File: src/drum_defines.svh
// Constants shared by the drum sector transfer control design.
// How it works
// - Transfers move whole 256-word sectors only.
// - Host words are 18 bits parallel, drum serial.
// - Capacity of 128, 256 or 512 blocks.
// - Host loads the core start address by command.
// - Core address counts up after each word.
// - Host loads the track and sector address.
// - Write setup requests the first word fetch.
// - Each drum word carries one added parity bit.
// - Next fetch follows each written word.
// - Completion flag sets after a written sector.
// - Track address increments at sector end.
// - Each read word is stored by break cycle.
// - Completion flag sets after a read sector.
// - Read words are parity checked.
// - Late host word on write is timing error.
// - Unstored read word overrun is timing error.
// - Gained or lost bits give data error.
// - Error flags hold until host clears them.
// - One sector takes one drum revolution.
// - Word transfers steal cycles without program help.
// - Parity makes the count of ones odd.
// - Track advances only with no data/parity error.
// - Core location counter is 16 bits.
// - Track register 9 bits, low bit sector.
`ifndef DRUM_DEFINES_SVH
`define DRUM_DEFINES_SVH

// ----------------------------------------------------------------------
// Widths and counts
// ----------------------------------------------------------------------
`define WORD_BITS     18
`define DRUM_BITS     19
`define CORE_BITS     16
`define TRACK_BITS    9
`define CNT_BITS      9
`define BIT_CNT_BITS  5
`define TIMER_BITS    21
`define CMD_BITS      2
`define SECTOR_WORDS  9'h100
`define LAST_WORD     9'h0ff
`define LAST_DATA_BIT 5'h12
`define GAP_BIT       5'h13
`define FILL_WORD     19'h0_0001

// ----------------------------------------------------------------------
// Host command codes
// ----------------------------------------------------------------------
`define CMD_LOAD_CORE   2'h0
`define CMD_SETUP_READ  2'h1
`define CMD_SETUP_WRITE 2'h2
`define CMD_CLEAR       2'h3

// ----------------------------------------------------------------------
// Timing
// ----------------------------------------------------------------------
`define CLK_PERIOD_NS 40
`define REV_TIME_NS   17300000

`endif

File: src/drum_pkg.sv
// Types shared by the drum sector transfer control design.
`include "drum_defines.svh"

package drum_pkg;

  typedef struct packed {
    logic [`CMD_BITS-1:0]  code;
    logic [`WORD_BITS-1:0] data;
  } host_cmd_type;

  typedef struct packed {
    logic [`CORE_BITS-1:0] addr;
    logic [`WORD_BITS-1:0] data;
    logic                  store;
  } break_type;

  typedef enum logic [1:0] {IDLE_ST, WAIT_ST, XFER_ST, FIN_ST} state_type;

endpackage : drum_pkg

File: src/pin_sync.sv
// Three-stage synchroniser for drum pins; output follows once stages two and three agree.
`timescale 1ns/1ps

module pin_sync #(
  parameter int WIDTH = 4
) (
  input  wire logic             clk,
  input  wire logic             rst_n,
  input  wire logic [WIDTH-1:0] d,
  output      logic [WIDTH-1:0] q
);

  logic [WIDTH-1:0] s1_reg;
  logic [WIDTH-1:0] s2_reg;
  logic [WIDTH-1:0] s3_reg;
  logic [WIDTH-1:0] q_reg;
  logic [WIDTH-1:0] agree;
  logic [WIDTH-1:0] q_next;

  assign agree  = s2_reg ~^ s3_reg;
  assign q_next = (agree & s3_reg) | (~agree & q_reg);
  assign q      = q_reg;

  always_ff @(posedge clk or negedge rst_n) begin
    if (!rst_n) begin
      s1_reg <= '0;
      s2_reg <= '0;
      s3_reg <= '0;
      q_reg  <= '0;
    end else begin
      s1_reg <= d;
      s2_reg <= s1_reg;
      s3_reg <= s2_reg;
      q_reg  <= q_next;
    end
  end

endmodule : pin_sync

File: src/word_buffer.sv
// Two-entry word buffer with valid and ready on both sides.
`timescale 1ns/1ps

module word_buffer #(
  parameter int WIDTH = 19
) (
  input  wire logic             clk,
  input  wire logic             rst_n,
  input  wire logic             flush,
  input  wire logic             in_valid,
  output      logic             in_ready,
  input  wire logic [WIDTH-1:0] in_data,
  output      logic             out_valid,
  input  wire logic             out_ready,
  output      logic [WIDTH-1:0] out_data
);

  logic [WIDTH-1:0] head_reg;
  logic [WIDTH-1:0] tail_reg;
  logic [1:0]       count_reg;
  logic             push;
  logic             pop;

  assign in_ready  = (count_reg != 2'h2);
  assign out_valid = (count_reg != 2'h0);
  assign out_data  = head_reg;
  assign push      = in_valid && in_ready;
  assign pop       = out_valid && out_ready;

  always_ff @(posedge clk or negedge rst_n) begin
    if (!rst_n) begin
      head_reg  <= '0;
      tail_reg  <= '0;
      count_reg <= 2'h0;
    end else if (flush) begin
      count_reg <= 2'h0;
    end else begin
      case ({push, pop})
        2'b10: begin
          if (count_reg == 2'h0) head_reg <= in_data;
          else tail_reg <= in_data;
          count_reg <= count_reg + 2'h1;
        end
        2'b01: begin
          head_reg  <= tail_reg;
          count_reg <= count_reg - 2'h1;
        end
        2'b11: begin
          head_reg <= (count_reg == 2'h1) ? in_data : tail_reg;
          tail_reg <= in_data;
        end
        default: begin
          count_reg <= count_reg;
        end
      endcase
    end
  end

endmodule : word_buffer

File: src/drum_sector_transfer_control.sv
// Sector transfer control between host core memory and a serial drum.
`timescale 1ns/1ps
`include "drum_defines.svh"

module drum_sector_transfer_control
  import drum_pkg::*;
#(
  parameter int BLOCKS     = 512,
  parameter int REV_CYCLES = `REV_TIME_NS / `CLK_PERIOD_NS
) (
  input  wire logic                   clk,
  input  wire logic                   rst_n,
  input  wire logic                   io_transfer_instruction,
  input  wire host_cmd_type           host_cmd,
  output      logic                   break_req,
  input  wire logic                   break_ack,
  input  wire logic [`WORD_BITS-1:0]  break_read_data,
  output      break_type              break_out,
  output      logic [`TRACK_BITS-1:0] track_address,
  output      logic                   done_flag,
  output      logic                   data_error,
  output      logic                   parity_error,
  output      logic                   timing_error,
  input  wire logic                   drum_clock,
  input  wire logic                   drum_index,
  input  wire logic                   drum_read_bit,
  input  wire logic                   drum_read_strobe,
  output      logic                   drum_write_bit,
  output      logic                   drum_write_enable
);

  localparam logic [`TRACK_BITS-1:0] TRACK_MASK = `TRACK_BITS'(BLOCKS - 1);
  localparam logic [`TIMER_BITS-1:0] XFER_LIMIT = `TIMER_BITS'(2 * REV_CYCLES);

  // ----------------------------------------------------------------------
  // Registers
  // ----------------------------------------------------------------------
  state_type                state_reg;
  state_type                state_next;
  logic [`CORE_BITS-1:0]    core_location_counter;
  logic [`TRACK_BITS-1:0]   track_reg;
  logic                     read_dir_reg;
  logic                     break_req_reg;
  logic [`CNT_BITS-1:0]     fetch_cnt_reg;
  logic [`CNT_BITS-1:0]     deliver_cnt_reg;
  logic [`CNT_BITS-1:0]     word_cnt_reg;
  logic [`BIT_CNT_BITS-1:0] bit_cnt_reg;
  logic [`BIT_CNT_BITS-1:0] sense_cnt_reg;
  logic [`TRACK_BITS-1:0]   slot_reg;
  logic [`DRUM_BITS-1:0]    shift_reg;
  logic [`DRUM_BITS-1:0]    shift_next;
  logic [`TIMER_BITS-1:0]   timer_reg;
  logic                     clk_prev_reg;
  logic                     idx_prev_reg;
  logic                     done_reg;
  logic                     data_error_reg;
  logic                     parity_error_reg;
  logic                     timing_error_reg;
  logic                     wbit_reg;
  logic                     wen_reg;

  // ----------------------------------------------------------------------
  // Pin synchronisers and drum event decode
  // ----------------------------------------------------------------------
  logic [3:0] pins_q;
  logic       clk_q;
  logic       idx_q;
  logic       rbit_q;
  logic       strobe_q;
  logic       clk_pulse;
  logic       idx_pulse;
  logic       our_pulse;
  logic       bit_act;
  logic       word_start;
  logic       slot_end;
  logic       words_left;

  pin_sync #(.WIDTH(4)) u_sync (
    .clk   (clk),
    .rst_n (rst_n),
    .d     ({drum_read_strobe, drum_read_bit, drum_index, drum_clock}),
    .q     (pins_q)
  );

  assign clk_q      = pins_q[0];
  assign idx_q      = pins_q[1];
  assign rbit_q     = pins_q[2];
  assign strobe_q   = pins_q[3];
  assign clk_pulse  = clk_q && !clk_prev_reg;
  assign idx_pulse  = idx_q && !idx_prev_reg;
  // Words of one sector sit in every other slot; the low track bit picks which.
  assign our_pulse  = clk_pulse && (state_reg == XFER_ST) && (slot_reg[0] == track_reg[0]);
  assign bit_act    = our_pulse && (bit_cnt_reg <= `LAST_DATA_BIT);
  assign words_left = (word_cnt_reg != `SECTOR_WORDS);
  assign word_start = our_pulse && (bit_cnt_reg == 5'h00) && words_left;
  assign slot_end   = our_pulse && (bit_cnt_reg == `GAP_BIT) && words_left;

  // ----------------------------------------------------------------------
  // Host command decode
  // ----------------------------------------------------------------------
  logic cmd_core;
  logic cmd_setup;
  logic cmd_clear;

  assign cmd_core  = io_transfer_instruction && (host_cmd.code == `CMD_LOAD_CORE);
  assign cmd_setup = io_transfer_instruction &&
                     ((host_cmd.code == `CMD_SETUP_READ) || (host_cmd.code == `CMD_SETUP_WRITE));
  assign cmd_clear = io_transfer_instruction && (host_cmd.code == `CMD_CLEAR);

  // ----------------------------------------------------------------------
  // Word buffer in the data path, steered by direction
  // ----------------------------------------------------------------------
  logic                  buf_in_valid;
  logic                  buf_in_ready;
  logic [`DRUM_BITS-1:0] buf_in_data;
  logic                  buf_out_valid;
  logic                  buf_out_ready;
  logic [`DRUM_BITS-1:0] buf_out_data;
  logic                  ack_take;
  logic [`DRUM_BITS-1:0] load_word;
  logic                  sensed_total_ok;
  logic                  read_parity_bad;
  logic                  write_late;
  logic                  read_overrun;
  logic                  write_done;
  logic                  read_done;
  logic                  timeout;
  logic                  fetch_want;

  assign ack_take      = break_req_reg && break_ack;
  // Odd parity: the added bit makes the ones count of the stored word odd.
  assign buf_in_data   = read_dir_reg ? shift_reg : {break_read_data, ~^break_read_data};
  assign buf_in_valid  = read_dir_reg ? slot_end : (ack_take && !read_dir_reg);
  assign buf_out_ready = read_dir_reg ? ack_take : word_start;
  assign load_word     = buf_out_valid ? buf_out_data : `FILL_WORD;
  assign write_late    = !read_dir_reg && word_start && !buf_out_valid;
  assign read_overrun  = read_dir_reg && slot_end && !buf_in_ready;
  assign sensed_total_ok = ((sense_cnt_reg + {4'h0, strobe_q}) == `BIT_CNT_BITS'(`DRUM_BITS));
  assign read_parity_bad = read_dir_reg && slot_end && !(^shift_reg);
  assign write_done    = !read_dir_reg && slot_end && (word_cnt_reg == `LAST_WORD);
  assign read_done     = read_dir_reg && (deliver_cnt_reg == `SECTOR_WORDS);
  assign timeout       = (timer_reg >= XFER_LIMIT);
  assign fetch_want    = !read_dir_reg && (fetch_cnt_reg != `SECTOR_WORDS) &&
                         buf_in_ready && (state_reg != IDLE_ST);
  assign shift_next    = read_dir_reg ? {shift_reg[`DRUM_BITS-2:0], rbit_q} :
                         (word_start ? load_word : {shift_reg[`DRUM_BITS-2:0], 1'b0});

  word_buffer #(.WIDTH(`DRUM_BITS)) u_buf (
    .clk       (clk),
    .rst_n     (rst_n),
    .flush     (cmd_setup),
    .in_valid  (buf_in_valid),
    .in_ready  (buf_in_ready),
    .in_data   (buf_in_data),
    .out_valid (buf_out_valid),
    .out_ready (buf_out_ready),
    .out_data  (buf_out_data)
  );

  // ----------------------------------------------------------------------
  // Sequencer
  // ----------------------------------------------------------------------
  always_comb begin
    state_next = state_reg;
    case (state_reg)
      IDLE_ST: state_next = IDLE_ST;
      WAIT_ST: if (idx_pulse) state_next = XFER_ST;
      XFER_ST: if (write_done || read_done) state_next = FIN_ST;
      FIN_ST:  state_next = IDLE_ST;
      default: state_next = IDLE_ST;
    endcase
    if (timeout && (state_reg != IDLE_ST)) state_next = IDLE_ST;
    if (cmd_setup) state_next = WAIT_ST;
  end

  always_ff @(posedge clk or negedge rst_n) begin
    if (!rst_n) begin
      state_reg    <= IDLE_ST;
      read_dir_reg <= 1'b0;
      timer_reg    <= '0;
    end else begin
      state_reg <= state_next;
      if (cmd_setup) read_dir_reg <= (host_cmd.code == `CMD_SETUP_READ);
      timer_reg <= (state_next == WAIT_ST || state_next == XFER_ST) && !cmd_setup ?
                   timer_reg + `TIMER_BITS'(1) : '0;
    end
  end

  // ----------------------------------------------------------------------
  // Address registers
  // ----------------------------------------------------------------------
  always_ff @(posedge clk or negedge rst_n) begin
    if (!rst_n) begin
      core_location_counter <= '0;
      track_reg             <= '0;
    end else begin
      if (cmd_core) core_location_counter <= host_cmd.data[`CORE_BITS-1:0];
      else if (ack_take) core_location_counter <= core_location_counter + 16'h0001;
      if (cmd_setup) track_reg <= host_cmd.data[`TRACK_BITS-1:0] & TRACK_MASK;
      else if (state_reg == FIN_ST && !data_error_reg && !parity_error_reg)
        track_reg <= (track_reg + 9'h001) & TRACK_MASK;
    end
  end

  // ----------------------------------------------------------------------
  // Data break requests
  // ----------------------------------------------------------------------
  always_ff @(posedge clk or negedge rst_n) begin
    if (!rst_n) begin
      break_req_reg   <= 1'b0;
      fetch_cnt_reg   <= '0;
      deliver_cnt_reg <= '0;
    end else if (cmd_setup) begin
      break_req_reg   <= 1'b0;
      fetch_cnt_reg   <= '0;
      deliver_cnt_reg <= '0;
    end else begin
      if (ack_take || state_reg == IDLE_ST) break_req_reg <= 1'b0;
      else if (!break_req_reg)
        break_req_reg <= fetch_want || (read_dir_reg && buf_out_valid);
      if (ack_take && !read_dir_reg) fetch_cnt_reg <= fetch_cnt_reg + 9'h001;
      if (ack_take && read_dir_reg) deliver_cnt_reg <= deliver_cnt_reg + 9'h001;
    end
  end

  // ----------------------------------------------------------------------
  // Drum position tracking
  // ----------------------------------------------------------------------
  always_ff @(posedge clk or negedge rst_n) begin
    if (!rst_n) begin
      clk_prev_reg <= 1'b0;
      idx_prev_reg <= 1'b0;
      bit_cnt_reg  <= '0;
      slot_reg     <= '0;
    end else begin
      clk_prev_reg <= clk_q;
      idx_prev_reg <= idx_q;
      if (idx_pulse) begin
        bit_cnt_reg <= '0;
        slot_reg    <= '0;
      end else if (clk_pulse) begin
        if (bit_cnt_reg == `GAP_BIT) begin
          bit_cnt_reg <= '0;
          slot_reg    <= slot_reg + 9'h001;
        end else begin
          bit_cnt_reg <= bit_cnt_reg + 5'h01;
        end
      end
    end
  end

  // ----------------------------------------------------------------------
  // Serial word shifting, both directions
  // ----------------------------------------------------------------------
  always_ff @(posedge clk or negedge rst_n) begin
    if (!rst_n) begin
      shift_reg     <= '0;
      sense_cnt_reg <= '0;
      word_cnt_reg  <= '0;
      wbit_reg      <= 1'b0;
      wen_reg       <= 1'b0;
    end else if (cmd_setup) begin
      sense_cnt_reg <= '0;
      word_cnt_reg  <= '0;
      wen_reg       <= 1'b0;
    end else begin
      if (bit_act) shift_reg <= shift_next;
      if (bit_act && !read_dir_reg) wbit_reg <= shift_next[`DRUM_BITS-1];
      if (state_reg != XFER_ST) wen_reg <= 1'b0;
      else if (clk_pulse) wen_reg <= bit_act && !read_dir_reg;
      if (slot_end) sense_cnt_reg <= '0;
      else if (our_pulse && strobe_q) sense_cnt_reg <= sense_cnt_reg + 5'h01;
      if (slot_end) word_cnt_reg <= word_cnt_reg + 9'h001;
    end
  end

  // ----------------------------------------------------------------------
  // Completion and error flags; a set in the clearing cycle wins
  // ----------------------------------------------------------------------
  always_ff @(posedge clk or negedge rst_n) begin
    if (!rst_n) begin
      done_reg         <= 1'b0;
      data_error_reg   <= 1'b0;
      parity_error_reg <= 1'b0;
      timing_error_reg <= 1'b0;
    end else begin
      if (cmd_clear || cmd_setup) begin
        done_reg         <= 1'b0;
        data_error_reg   <= 1'b0;
        parity_error_reg <= 1'b0;
        timing_error_reg <= 1'b0;
      end
      if (state_reg == FIN_ST || (timeout && state_reg != IDLE_ST)) done_reg <= 1'b1;
      if (read_dir_reg && slot_end && !sensed_total_ok) data_error_reg <= 1'b1;
      if (read_parity_bad) parity_error_reg <= 1'b1;
      if (write_late || read_overrun || (timeout && state_reg != IDLE_ST))
        timing_error_reg <= 1'b1;
    end
  end

  assign break_req         = break_req_reg;
  assign break_out.addr    = core_location_counter;
  assign break_out.data    = buf_out_data[`DRUM_BITS-1:1];
  assign break_out.store   = read_dir_reg;
  assign track_address     = track_reg;
  assign done_flag         = done_reg;
  assign data_error        = data_error_reg;
  assign parity_error      = parity_error_reg;
  assign timing_error      = timing_error_reg;
  assign drum_write_bit    = wbit_reg;
  assign drum_write_enable = wen_reg;
endmodule : drum_sector_transfer_control

File: config.mk
export PLATFORM = sky130hd
export DESIGN_NAME = drum_sector_transfer_control
export DESIGN_NICKNAME = d
export VERILOG_FILES = /design/src/drum_pkg.sv /design/src/pin_sync.sv /design/src/word_buffer.sv /design/src/drum_sector_transfer_control.sv
export VERILOG_INCLUDE_DIRS = /design/src
export SDC_FILE = /design/constraint.sdc
export NUM_CORES = 1
export LEC_CHECK = 0
export ABC_AREA = 1
export BUFFER_PORTS_ARGS = -buffer_cell sky130_fd_sc_hd__clkbuf_2
export CAP_MARGIN = 20
export CORE_ASPECT_RATIO = 0.5
export CORE_UTILIZATION = 38
export CTS_CLUSTER_DIAMETER = 60
export DETAILED_ROUTE_END_ITERATION = 8
export SLEW_MARGIN = 5
export SYNTH_ARGS = -nofsm -noshare
export SYNTH_HDL_FRONTEND = slang
export SYNTH_SLANG_ARGS = --single-unit
File: constraint.sdc
create_clock -name clk -period 4.6 [get_ports clk]
set_input_delay 0.92 -clock clk [delete_from_list [all_inputs] [get_ports clk]]
set_output_delay 0.92 -clock clk [all_outputs]
set_load 0.02 [all_outputs]
==> impl_metrics.toml, run 1 <==
[power]
switchingPower_mw = 1.93
p_total_mw = 5.17
seq_power_share_pct = 39.8
power.density_nw_per_um2 = 466
p_comb_share_pct = 30.9
swShare_pct = 37.3
power_frac_clock_pct = 29.3
ir_worst_vdd_v = 0.000297
intPower_mw = 3.24
p_leak_nw = 5.15

[sta]
setup_ws_ns = 1.94
rsz0062_at_grt = "no"
fmax_mhz = 376
slew_headroom_pct = 33.5
min_period_over_period_pct = 57.8
hold_violations = 0
tightestPinTransition_ns = 0.997
finalSetupTns_ns = 0
setup_viol = 0
period_needed_ns = 2.66
holdWs_ns = 0.348
slew_violations = 0
finClkSkew_ns = 0.0119

[setup_path]
end_kind = "flip-flop"
crit_type = "input pin to flip-flop"
cp_max_fo = 23
critPathRequiredTime_ns = 4.92
cp-start-kind = "input pin"
cp.arrival_ns = 2.98

[yosys]
syn-instance-count = 1242
synthFlopType = "dfrtp_1"
avgSynthCellArea_um2 = 7.95
ys_warn_count = 0
synth_area_leader_cell = "dfrtp_1"
synth_top_area_share_pct = 43.3
synth_area_um2 = 9870
syn_nets = 1311
ys_types = 52
ys_ff_latch = 171
synth_edf_count = 0
synthArstFlopShare_pct = 100
synth_area_leaders = "dfrtp_1 43%, nand2_1 12%, o21ai_0 6.2%"
seq_area_frac_synth_pct = 43.3

[placed_design]
placed_area_um2 = 10500
dp_worst_setup_slack_ns = 1.50
io_buffers = 94
gp_congestion = 0.815
dp.cells = 1629
hpwl_um = 16300

[die]
row_count = 41
dieArea_um2 = 26700
coreArea_um2 = 25300
fp.dieH_um = 116
pin_count = 97
die_w_um = 230
start_util_pct = 39.0

[finish]
diodes = 0
nets = 1373
design_area_um2 = 11100
largest_register_ffs = 21
instances_no_fill = 1661
final_layout_size_suffix_gt1_share_pct = 15.9
areaGrowthSynthToFinish_pct = 12.2
fin_util_pct = 43.7
fillers = 2505

[global_route]
grt_max_degree = 89
grt_pass1_wl_um = 39400
track_usage_pct = 18.4
grt_pass1_vias = 8025
grt_overflow = 0
antenna_found_initial = 0

[clocking]
clk_pin_slew_worst_paths_ns = 0.06
htree_levels = 4
ctsResizeCount = 0
postCtsSetupRepairBufs = 0
clk_latency_ns = 0.44
clock_sinks = 171
cts_inserted_buffers = 17
postCtsHoldBufs = 0
clk_path_buf_depth = 2
cts_tree = "yes"
root_buffer = "clkbuf_16"

[detailed_routing]
drt_first_pass_iters = 5
first_iter_violations = 561
viasPerCell = 4.96
drtAntennaViolNets = 0
drc = 0
finalWirelength_um = 23500
vias = 8236
wl_per_cell_um = 14.1

[flow_run]
timing.max_cap.violations = 0

[min_path]
min-delay-path-class = "flip-flop to flip-flop"

[run_status]
outcome = "completed"
-- path summary, 6_finish.rpt --
| path | start | endpoint | slack, ns | depth (start not counted) |
|---|---|---|---|---|
| setup / recovery | host_cmd[18] | deliver_cnt_reg[8] | 1.94 | 14 |
| hold / removal | u_sync.s1_reg[3] | u_sync.s2_reg[3] | 0.35 | 0 |
| setup reg to reg | read_dir_reg | shift_reg[18] | 2.01 | 9 |
| hold reg to reg | u_sync.s1_reg[3] | u_sync.s2_reg[3] | 0.35 | 0 |
| max in group asynchronous | rst_n | shift_reg[10] | 3.08 | 2 |
| min in group asynchronous | rst_n | u_buf.tail_reg[11] | 0.57 | 1 |
-- synth_stat cells, drive strengths merged (2+ instances only) --
library cell and instances:
o21ai 160, o221ai 7, nor3 36, dfrtp 171, buf 36, nor4 6, a31oi 2, inv 153
clkbuf 22, a221oi 2, nand2 321, nand4 13, maj3 4, nor2 95, o22ai 2, xnor2 30
or2 3, nand3 50, ha 23, clkinv 3, a21oi 43, and3 3, xor2 22, o2111ai 2
o211ai 26
-- logic make-up after synthesis --
group	share of synthesized area [%]
buffers and inverters	9.97
XOR/XNOR	4.61
other	0.0380
adder cells (fa/ha/maj)	3.32
AO/OA/AOI/OAI	15.2
flip-flops	43.3
AND/OR/NAND/NOR	23.5
-- cell type report --
type	count	area, um2	share of cell area [%]
Inverter	156	596	5.38
Clock buffer	20	457	4.12
Timing Repair Buffer	101	542	4.89
Multi-Input combinational cell	857	4610	41.6
Tap cell	344	430	3.89
Clock inverter	12	164	1.48
Sequential cell	171	4280	38.6
-- power groups by stage --
stage	combinational [mW]	sequential, mW	clock [mW]
global placement	1.56	2.07	0
CTS	1.61	2.06	1.56
detailed placement	1.60	2.08	0
floorplan	1.18	2.11	0
global route	1.80	2.09	1.62
finish	1.60	2.05	1.52
-- critical path, cell delays in order --
cell	delay, ns
clkbuf_2	0.11
inv_1	0.05
ha_1	0.29
nand2_1	0.15
inv_2	0.41
nor2_1	0.11
inv_2	0.11
nand2_1	0.06
nor2_1	0.12
nand2_1	0.14
nor4_2	0.21
nand2_1	0.11
o21ai_1	0.13
a21oi_1	0.05
-- cells in the final DEF (no fill, tap or decap), types with 17 or more instances in the layout --
| cell type | n |
|---|---|
| dfrtp_1 | 171 |
| nand2_1 | 304 |
| inv_1 | 146 |
| xnor2_1 | 30 |
| clkbuf_16 | 17 |
| ha_1 | 23 |
| nand3_1 | 46 |
| o21ai_1 | 18 |
| o21ai_0 | 122 |
| xor2_1 | 22 |
| o21ai_2 | 20 |
| a21oi_1 | 42 |
| clkbuf_2 | 93 |
| nor2_1 | 89 |
| nor3_1 | 31 |
-- layer usage --
layer	GRT usage [%]	part of all wire, %
met5	0	0
met4	4.90	0.86
met3	3.20	2.9
met2	30.9	48
met1	24.8	48
No activity file was read; power rests on OpenSTA's default activity.
==> run 2, diff against run 1 <==
Clock period 4.6 ns to 2.3 ns, I/O delays scaled along.
==> run 2 against run 1 <==
- cell count grew 1.4%
- final area increased by 2.7%
- worst setup slack worse by 1.8 ns
- first-iteration DRC count down 13%
- routed wire length is 2.6% higher
- critical path type is now flip-flop to flip-flop
- clock skew is 0.0034 ns lower
- hold slack worse by 0.22 ns
==> impl_metrics.toml, run 2 (synthesis gave the netlist of run 1 again) <==
[detailed_routing]
drt_first_pass_iters = 4
vias = 8376
drtAntennaViolNets = 0
finalWirelength_um = 24100
wl_per_cell_um = 14.3
first_iter_violations = 487
viasPerCell = 4.97
drc = 0

[global_route]
grt_max_degree = 45
grt_overflow = 0
track_usage_pct = 18.8
grt_pass1_wl_um = 40200
antenna_found_initial = 0
grt_pass1_vias = 8193

[die]
coreArea_um2 = 25300
fp.dieH_um = 116
start_util_pct = 39.0
pin_count = 97
row_count = 41
dieArea_um2 = 26700
die_w_um = 230

[flow_run]
timing.max_cap.violations = 0

[finish]
fillers = 2507
final_cell_mix = "299 x nand2_1, 171 x dfrtp_1, 145 x inv_1"
final_common_cell = "nand2_1"
largest_register_ffs = 21
final_layout_size_suffix_gt1_share_pct = 18.1
diodes = 0
nets = 1398
instances_no_fill = 1685
areaGrowthSynthToFinish_pct = 15.3

[sta]
fmax_mhz = 466
tightestPinTransition_ns = 0.561
min_period_over_period_pct = 93.3
hold_violations = 0
setup_viol = 0
holdWs_ns = 0.130
finClkSkew_ns = 0.00852
slew_headroom_pct = 62.2
slew_violations = 0
period_needed_ns = 2.15

[setup_path]
cp-start-kind = "flip-flop"
cp_max_fo = 5
crit_type = "flip-flop to flip-flop"
end_kind = "flip-flop"
critPathRequiredTime_ns = 2.62
cp.arrival_ns = 2.46

[placed_design]
dp.cells = 1648
io_buffers = 94
gp_congestion = 0.839
hpwl_um = 17000

[clocking]
cts_inserted_buffers = 17
clk_path_buf_depth = 2
htree_levels = 4
root_buffer = "clkbuf_16"
clk_latency_ns = 0.43
clk_pin_slew_worst_paths_ns = 0.07
clock_sinks = 171
cts_tree = "yes"

[power]
p_leak_nw = 5.29
power.density_nw_per_um2 = 913
ir_worst_vdd_v = 0.000646

[run_status]
outcome = "completed"

[min_path]
min-delay-path-class = "input pin to flip-flop"
==> run 2: cell type report <==
cell class                 count  area, um2  share of cell area [%]
clock buffer                  19        433                    3.80
clock inverter                12        150                    1.32
inverter                     156        598                    5.26
multi-input combinational    857       4650                    40.8
sequential                   171       4280                    37.6
tap                          344        430                    3.78
timing repair buffer         126        841                    7.39
==> run 2: metal layers <==
layer	GRT usage (%)	wire [um]	vias up
met1	25.3	11800	4053
met3	3.62	740	12
met4	4.68	165	0
met5	0	0	-
met2	31.2	11400	128
li1	-	-	4183
==> run 2: worst max-delay path, cell delays in order (launching register included) <==
cell       delay (ns)
dfrtp_1          0.38
ha_2             0.20
nand2_2          0.06
nor3_2           0.21
nand2_1          0.09
nor2_1           0.13
ha_2             0.19
nand2_2          0.06
nor2_2           0.08
o21ai_1          0.06
nand2_1          0.11
o211ai_1         0.14
nand2_4          0.14
clkbuf_16        0.15
nor2_1           0.04
==> run 2: path summary, 6_finish.rpt <==
check / start / endpoint / slack (ns) / cells past startpoint
min reg2reg: u_sync.s1_reg[2] / u_sync.s2_reg[2] / 0.35 / 0
max reg2reg: word_cnt_reg[1] / timer_reg[7] / 0.15 / 14
min: drum_index / u_sync.s1_reg[1] / 0.13 / 1
min in group asynchronous: rst_n / u_buf.out_data[10] / 0.47 / 2
max: word_cnt_reg[1] / timer_reg[7] / 0.15 / 14
max in group asynchronous: rst_n / shift_reg[16] / 1.21 / 3
==> run 2: report_power, final <==
group	switching, mW	total [mW]	internal [mW]
clock network	1.23	2.93	1.70
registers	0.464	4.09	3.63
logic	2.18	3.37	1.19
total	3.88	10.4	6.51
==> run 2: what timing repair did <==
| item | 4_1_cts | 5_1_grt |
|---|---|---|
| setup endpoints to repair | 0 | 39 |
| setup buffers | 0 | 3 |
| hold buffers | 1 | 0 |
| hold endpoints to repair | 22 | 0 |
| resized for setup | 0 | 15 |
==> run 2: per-stage QoR <==
step | power (mW) | area [um2] | utilization (%) | setup TNS [ns] | worst slack (ns)
after floorplan | 6.57 | 9870 | - | 0 | 0.327
after global placement | 7.36 | 10700 | 42.1 | 0 | 0.155
after detailed placement | 7.46 | 10700 | 42.1 | 0 | 0.138
after CTS | 10.4 | 11300 | 44.5 | 0 | 0.106
after global routing | 11.1 | 11400 | 44.9 | -0.423 | -0.0330
final | 10.4 | 11400 | 44.9 | 0 | 0.154
==> run 3, diff against run 2 <==
Settings changed: PLACE_DENSITY set to 0.61, REMOVE_ABC_BUFFERS set to 1, SKIP_LAST_GASP set to 1.
==> run 3 against run 2 <==
- the run now ends with negative hold slack left
- largest power group unchanged
- sequential power hardly changed
- clock skew is 0.0012 ns higher
- cell count shrank 0.36%
- register-to-register slack improved by 0.05 ns
- non-clock buffer count shrank 7
- first-iteration DRC count is 8.2% lower
==> impl_metrics.toml, run 3 (synthesis gave the netlist of run 1 again) <==
[clocking]
htree_levels = 4
root_buffer = "clkbuf_16"
cts_inserted_buffers = 17
clk_path_buf_depth = 2
clk_latency_ns = 0.44
clock_sinks = 171
postCtsHoldBufs = 0
cts_tree = "yes"
clk_pin_slew_worst_paths_ns = 0.07

[detailed_routing]
drtAntennaViolNets = 0
first_iter_violations = 447
finalWirelength_um = 23400
viasPerCell = 4.94
drc = 0
vias = 8292
drt_first_pass_iters = 5
wl_per_cell_um = 13.9

[sta]
tightestPinTransition_ns = 0.574
holdWs_ns = -0.0240
hold_violations = 20
slew_headroom_pct = 61.3
finalSetupTns_ns = 0
slew_violations = 0
finClkSkew_ns = 0.00977
fmax_mhz = 477
setup_viol = 0
rsz0062_at_grt = "no"
setup_ws_ns = 0.205
period_needed_ns = 2.09
min_period_over_period_pct = 91.1

[die]
row_count = 41
start_util_pct = 39.0
die_w_um = 230
pin_count = 97
coreArea_um2 = 25300
dieArea_um2 = 26700
fp.dieH_um = 116

[power]
power.density_nw_per_um2 = 906
p_leak_nw = 5.21
ir_worst_vdd_v = 0.000344

[global_route]
grt_max_degree = 55
track_usage_pct = 18.3
grt_pass1_wl_um = 39200
antenna_found_initial = 0
grt_overflow = 0
grt_pass1_vias = 7947

[finish]
final_layout_size_suffix_gt1_share_pct = 17.1
nets = 1391
largest_register_ffs = 21
areaGrowthSynthToFinish_pct = 13.8
register_area_um2 = 4280
final_common_cell = "nand2_1"
final_cell_mix = "304 x nand2_1, 171 x dfrtp_1, 146 x inv_1"
fillers = 2535
multi_input_area_um2 = 4620
diodes = 0

[setup_path]
cp.arrival_ns = 2.44
reg2regPathDepth = 12
cp_max_fo = 18
cp-start-kind = "flip-flop"
crit_type = "flip-flop to flip-flop"
critPathRequiredTime_ns = 2.65
end_kind = "flip-flop"

[placed_design]
gp_congestion = 0.795
dp_worst_setup_slack_ns = 0.0774
hpwl_um = 16600
io_buffers = 94

[min_path]
min-delay-path-class = "input pin to asynchronous set/reset pin"

[flow_run]
timing.max_cap.violations = 0

[run_status]
outcome = "finished with violations"
failed_checks = "negative hold slack"
==> run 3: cell count changes in the layout (fill, tap and decap cells not counted), moves of 3 or more <==
cell        previous run  this run
clkinvlp_4             3         7
nand2_2               19        16
nor2_1                86        89
nand2_1              299       304
nor2_2                 7         4
inv_6                  0         3
buf_4                 21        18
==> run 3: final cells by class <==
class	count	share of cell area, %
Sequential cell	171	38.1
Tap cell	344	3.83
Inverter	156	5.33
Clock buffer	19	3.86
Clock inverter	13	1.06
Timing Repair Buffer	119	6.70
Multi-Input combinational cell	857	41.1
==> run 3: what timing repair did <==
action / in CTS / in global routing
setup endpoints to repair: 0 / 40
buffers inserted: 0 / 0
gates resized for setup: 0 / 3
==> run 3: power by group <==
group / total (mW) / leakage (nW) / internal, mW / switching (mW)
Sequential: 4.08 / 2.20 / 3.62 / 0.457
Combinational: 3.31 / 2.76 / 1.15 / 2.15
Clock: 2.78 / 0.248 / 1.49 / 1.29
==> run 3: final timing paths <==
kind                                   from                         to  slack (ns)
max                          bit_cnt_reg[0]          u_buf.out_data[5]        0.21
min reg2reg                u_sync.s1_reg[1]           u_sync.s2_reg[1]        0.35
max in group asynchronous             rst_n          u_buf.tail_reg[2]        1.66
max reg2reg                  bit_cnt_reg[0]          u_buf.out_data[5]        0.21
min                                   rst_n  core_location_counter[13]       -0.02
min in group clk                 drum_index           u_sync.s1_reg[1]        0.12
==> run 3: metrics by stage <==
step	cells	total power [mW]	area [um2]	utilization, %
after CTS	1679	10.3	11200	44.3
after floorplan	1184	6.25	9480	-
after global placement	1647	7.32	10700	42.1
after global routing	1679	10.9	11200	44.3
after detailed placement	1647	7.45	10700	42.1
final	1679	10.2	11200	44.3
==> run 3: worst max-delay path, stage by stage (launching register included) <==
cell      delay (ns)
dfrtp_1         0.38
inv_1           0.14
ha_1            0.19
nand3_1         0.09
nor3_2          0.16
nand3_2         0.15
a21oi_4         0.20
inv_4           0.08
nor2_8          0.27
nand2_1         0.09
o211ai_1        0.10
nand2_1         0.07
o21ai_0         0.08
==> run 3: per-layer routing <==
metal	GRT usage [%]	wire length [um]	vias to the layer above	share of wire, %
met5	0	0	-	0
met1	24.7	11400	3956	49
met4	4.50	235	0	1.0
met2	30.6	11000	139	47
li1	-	-	4172	-
met3	3.37	775	25	3.3
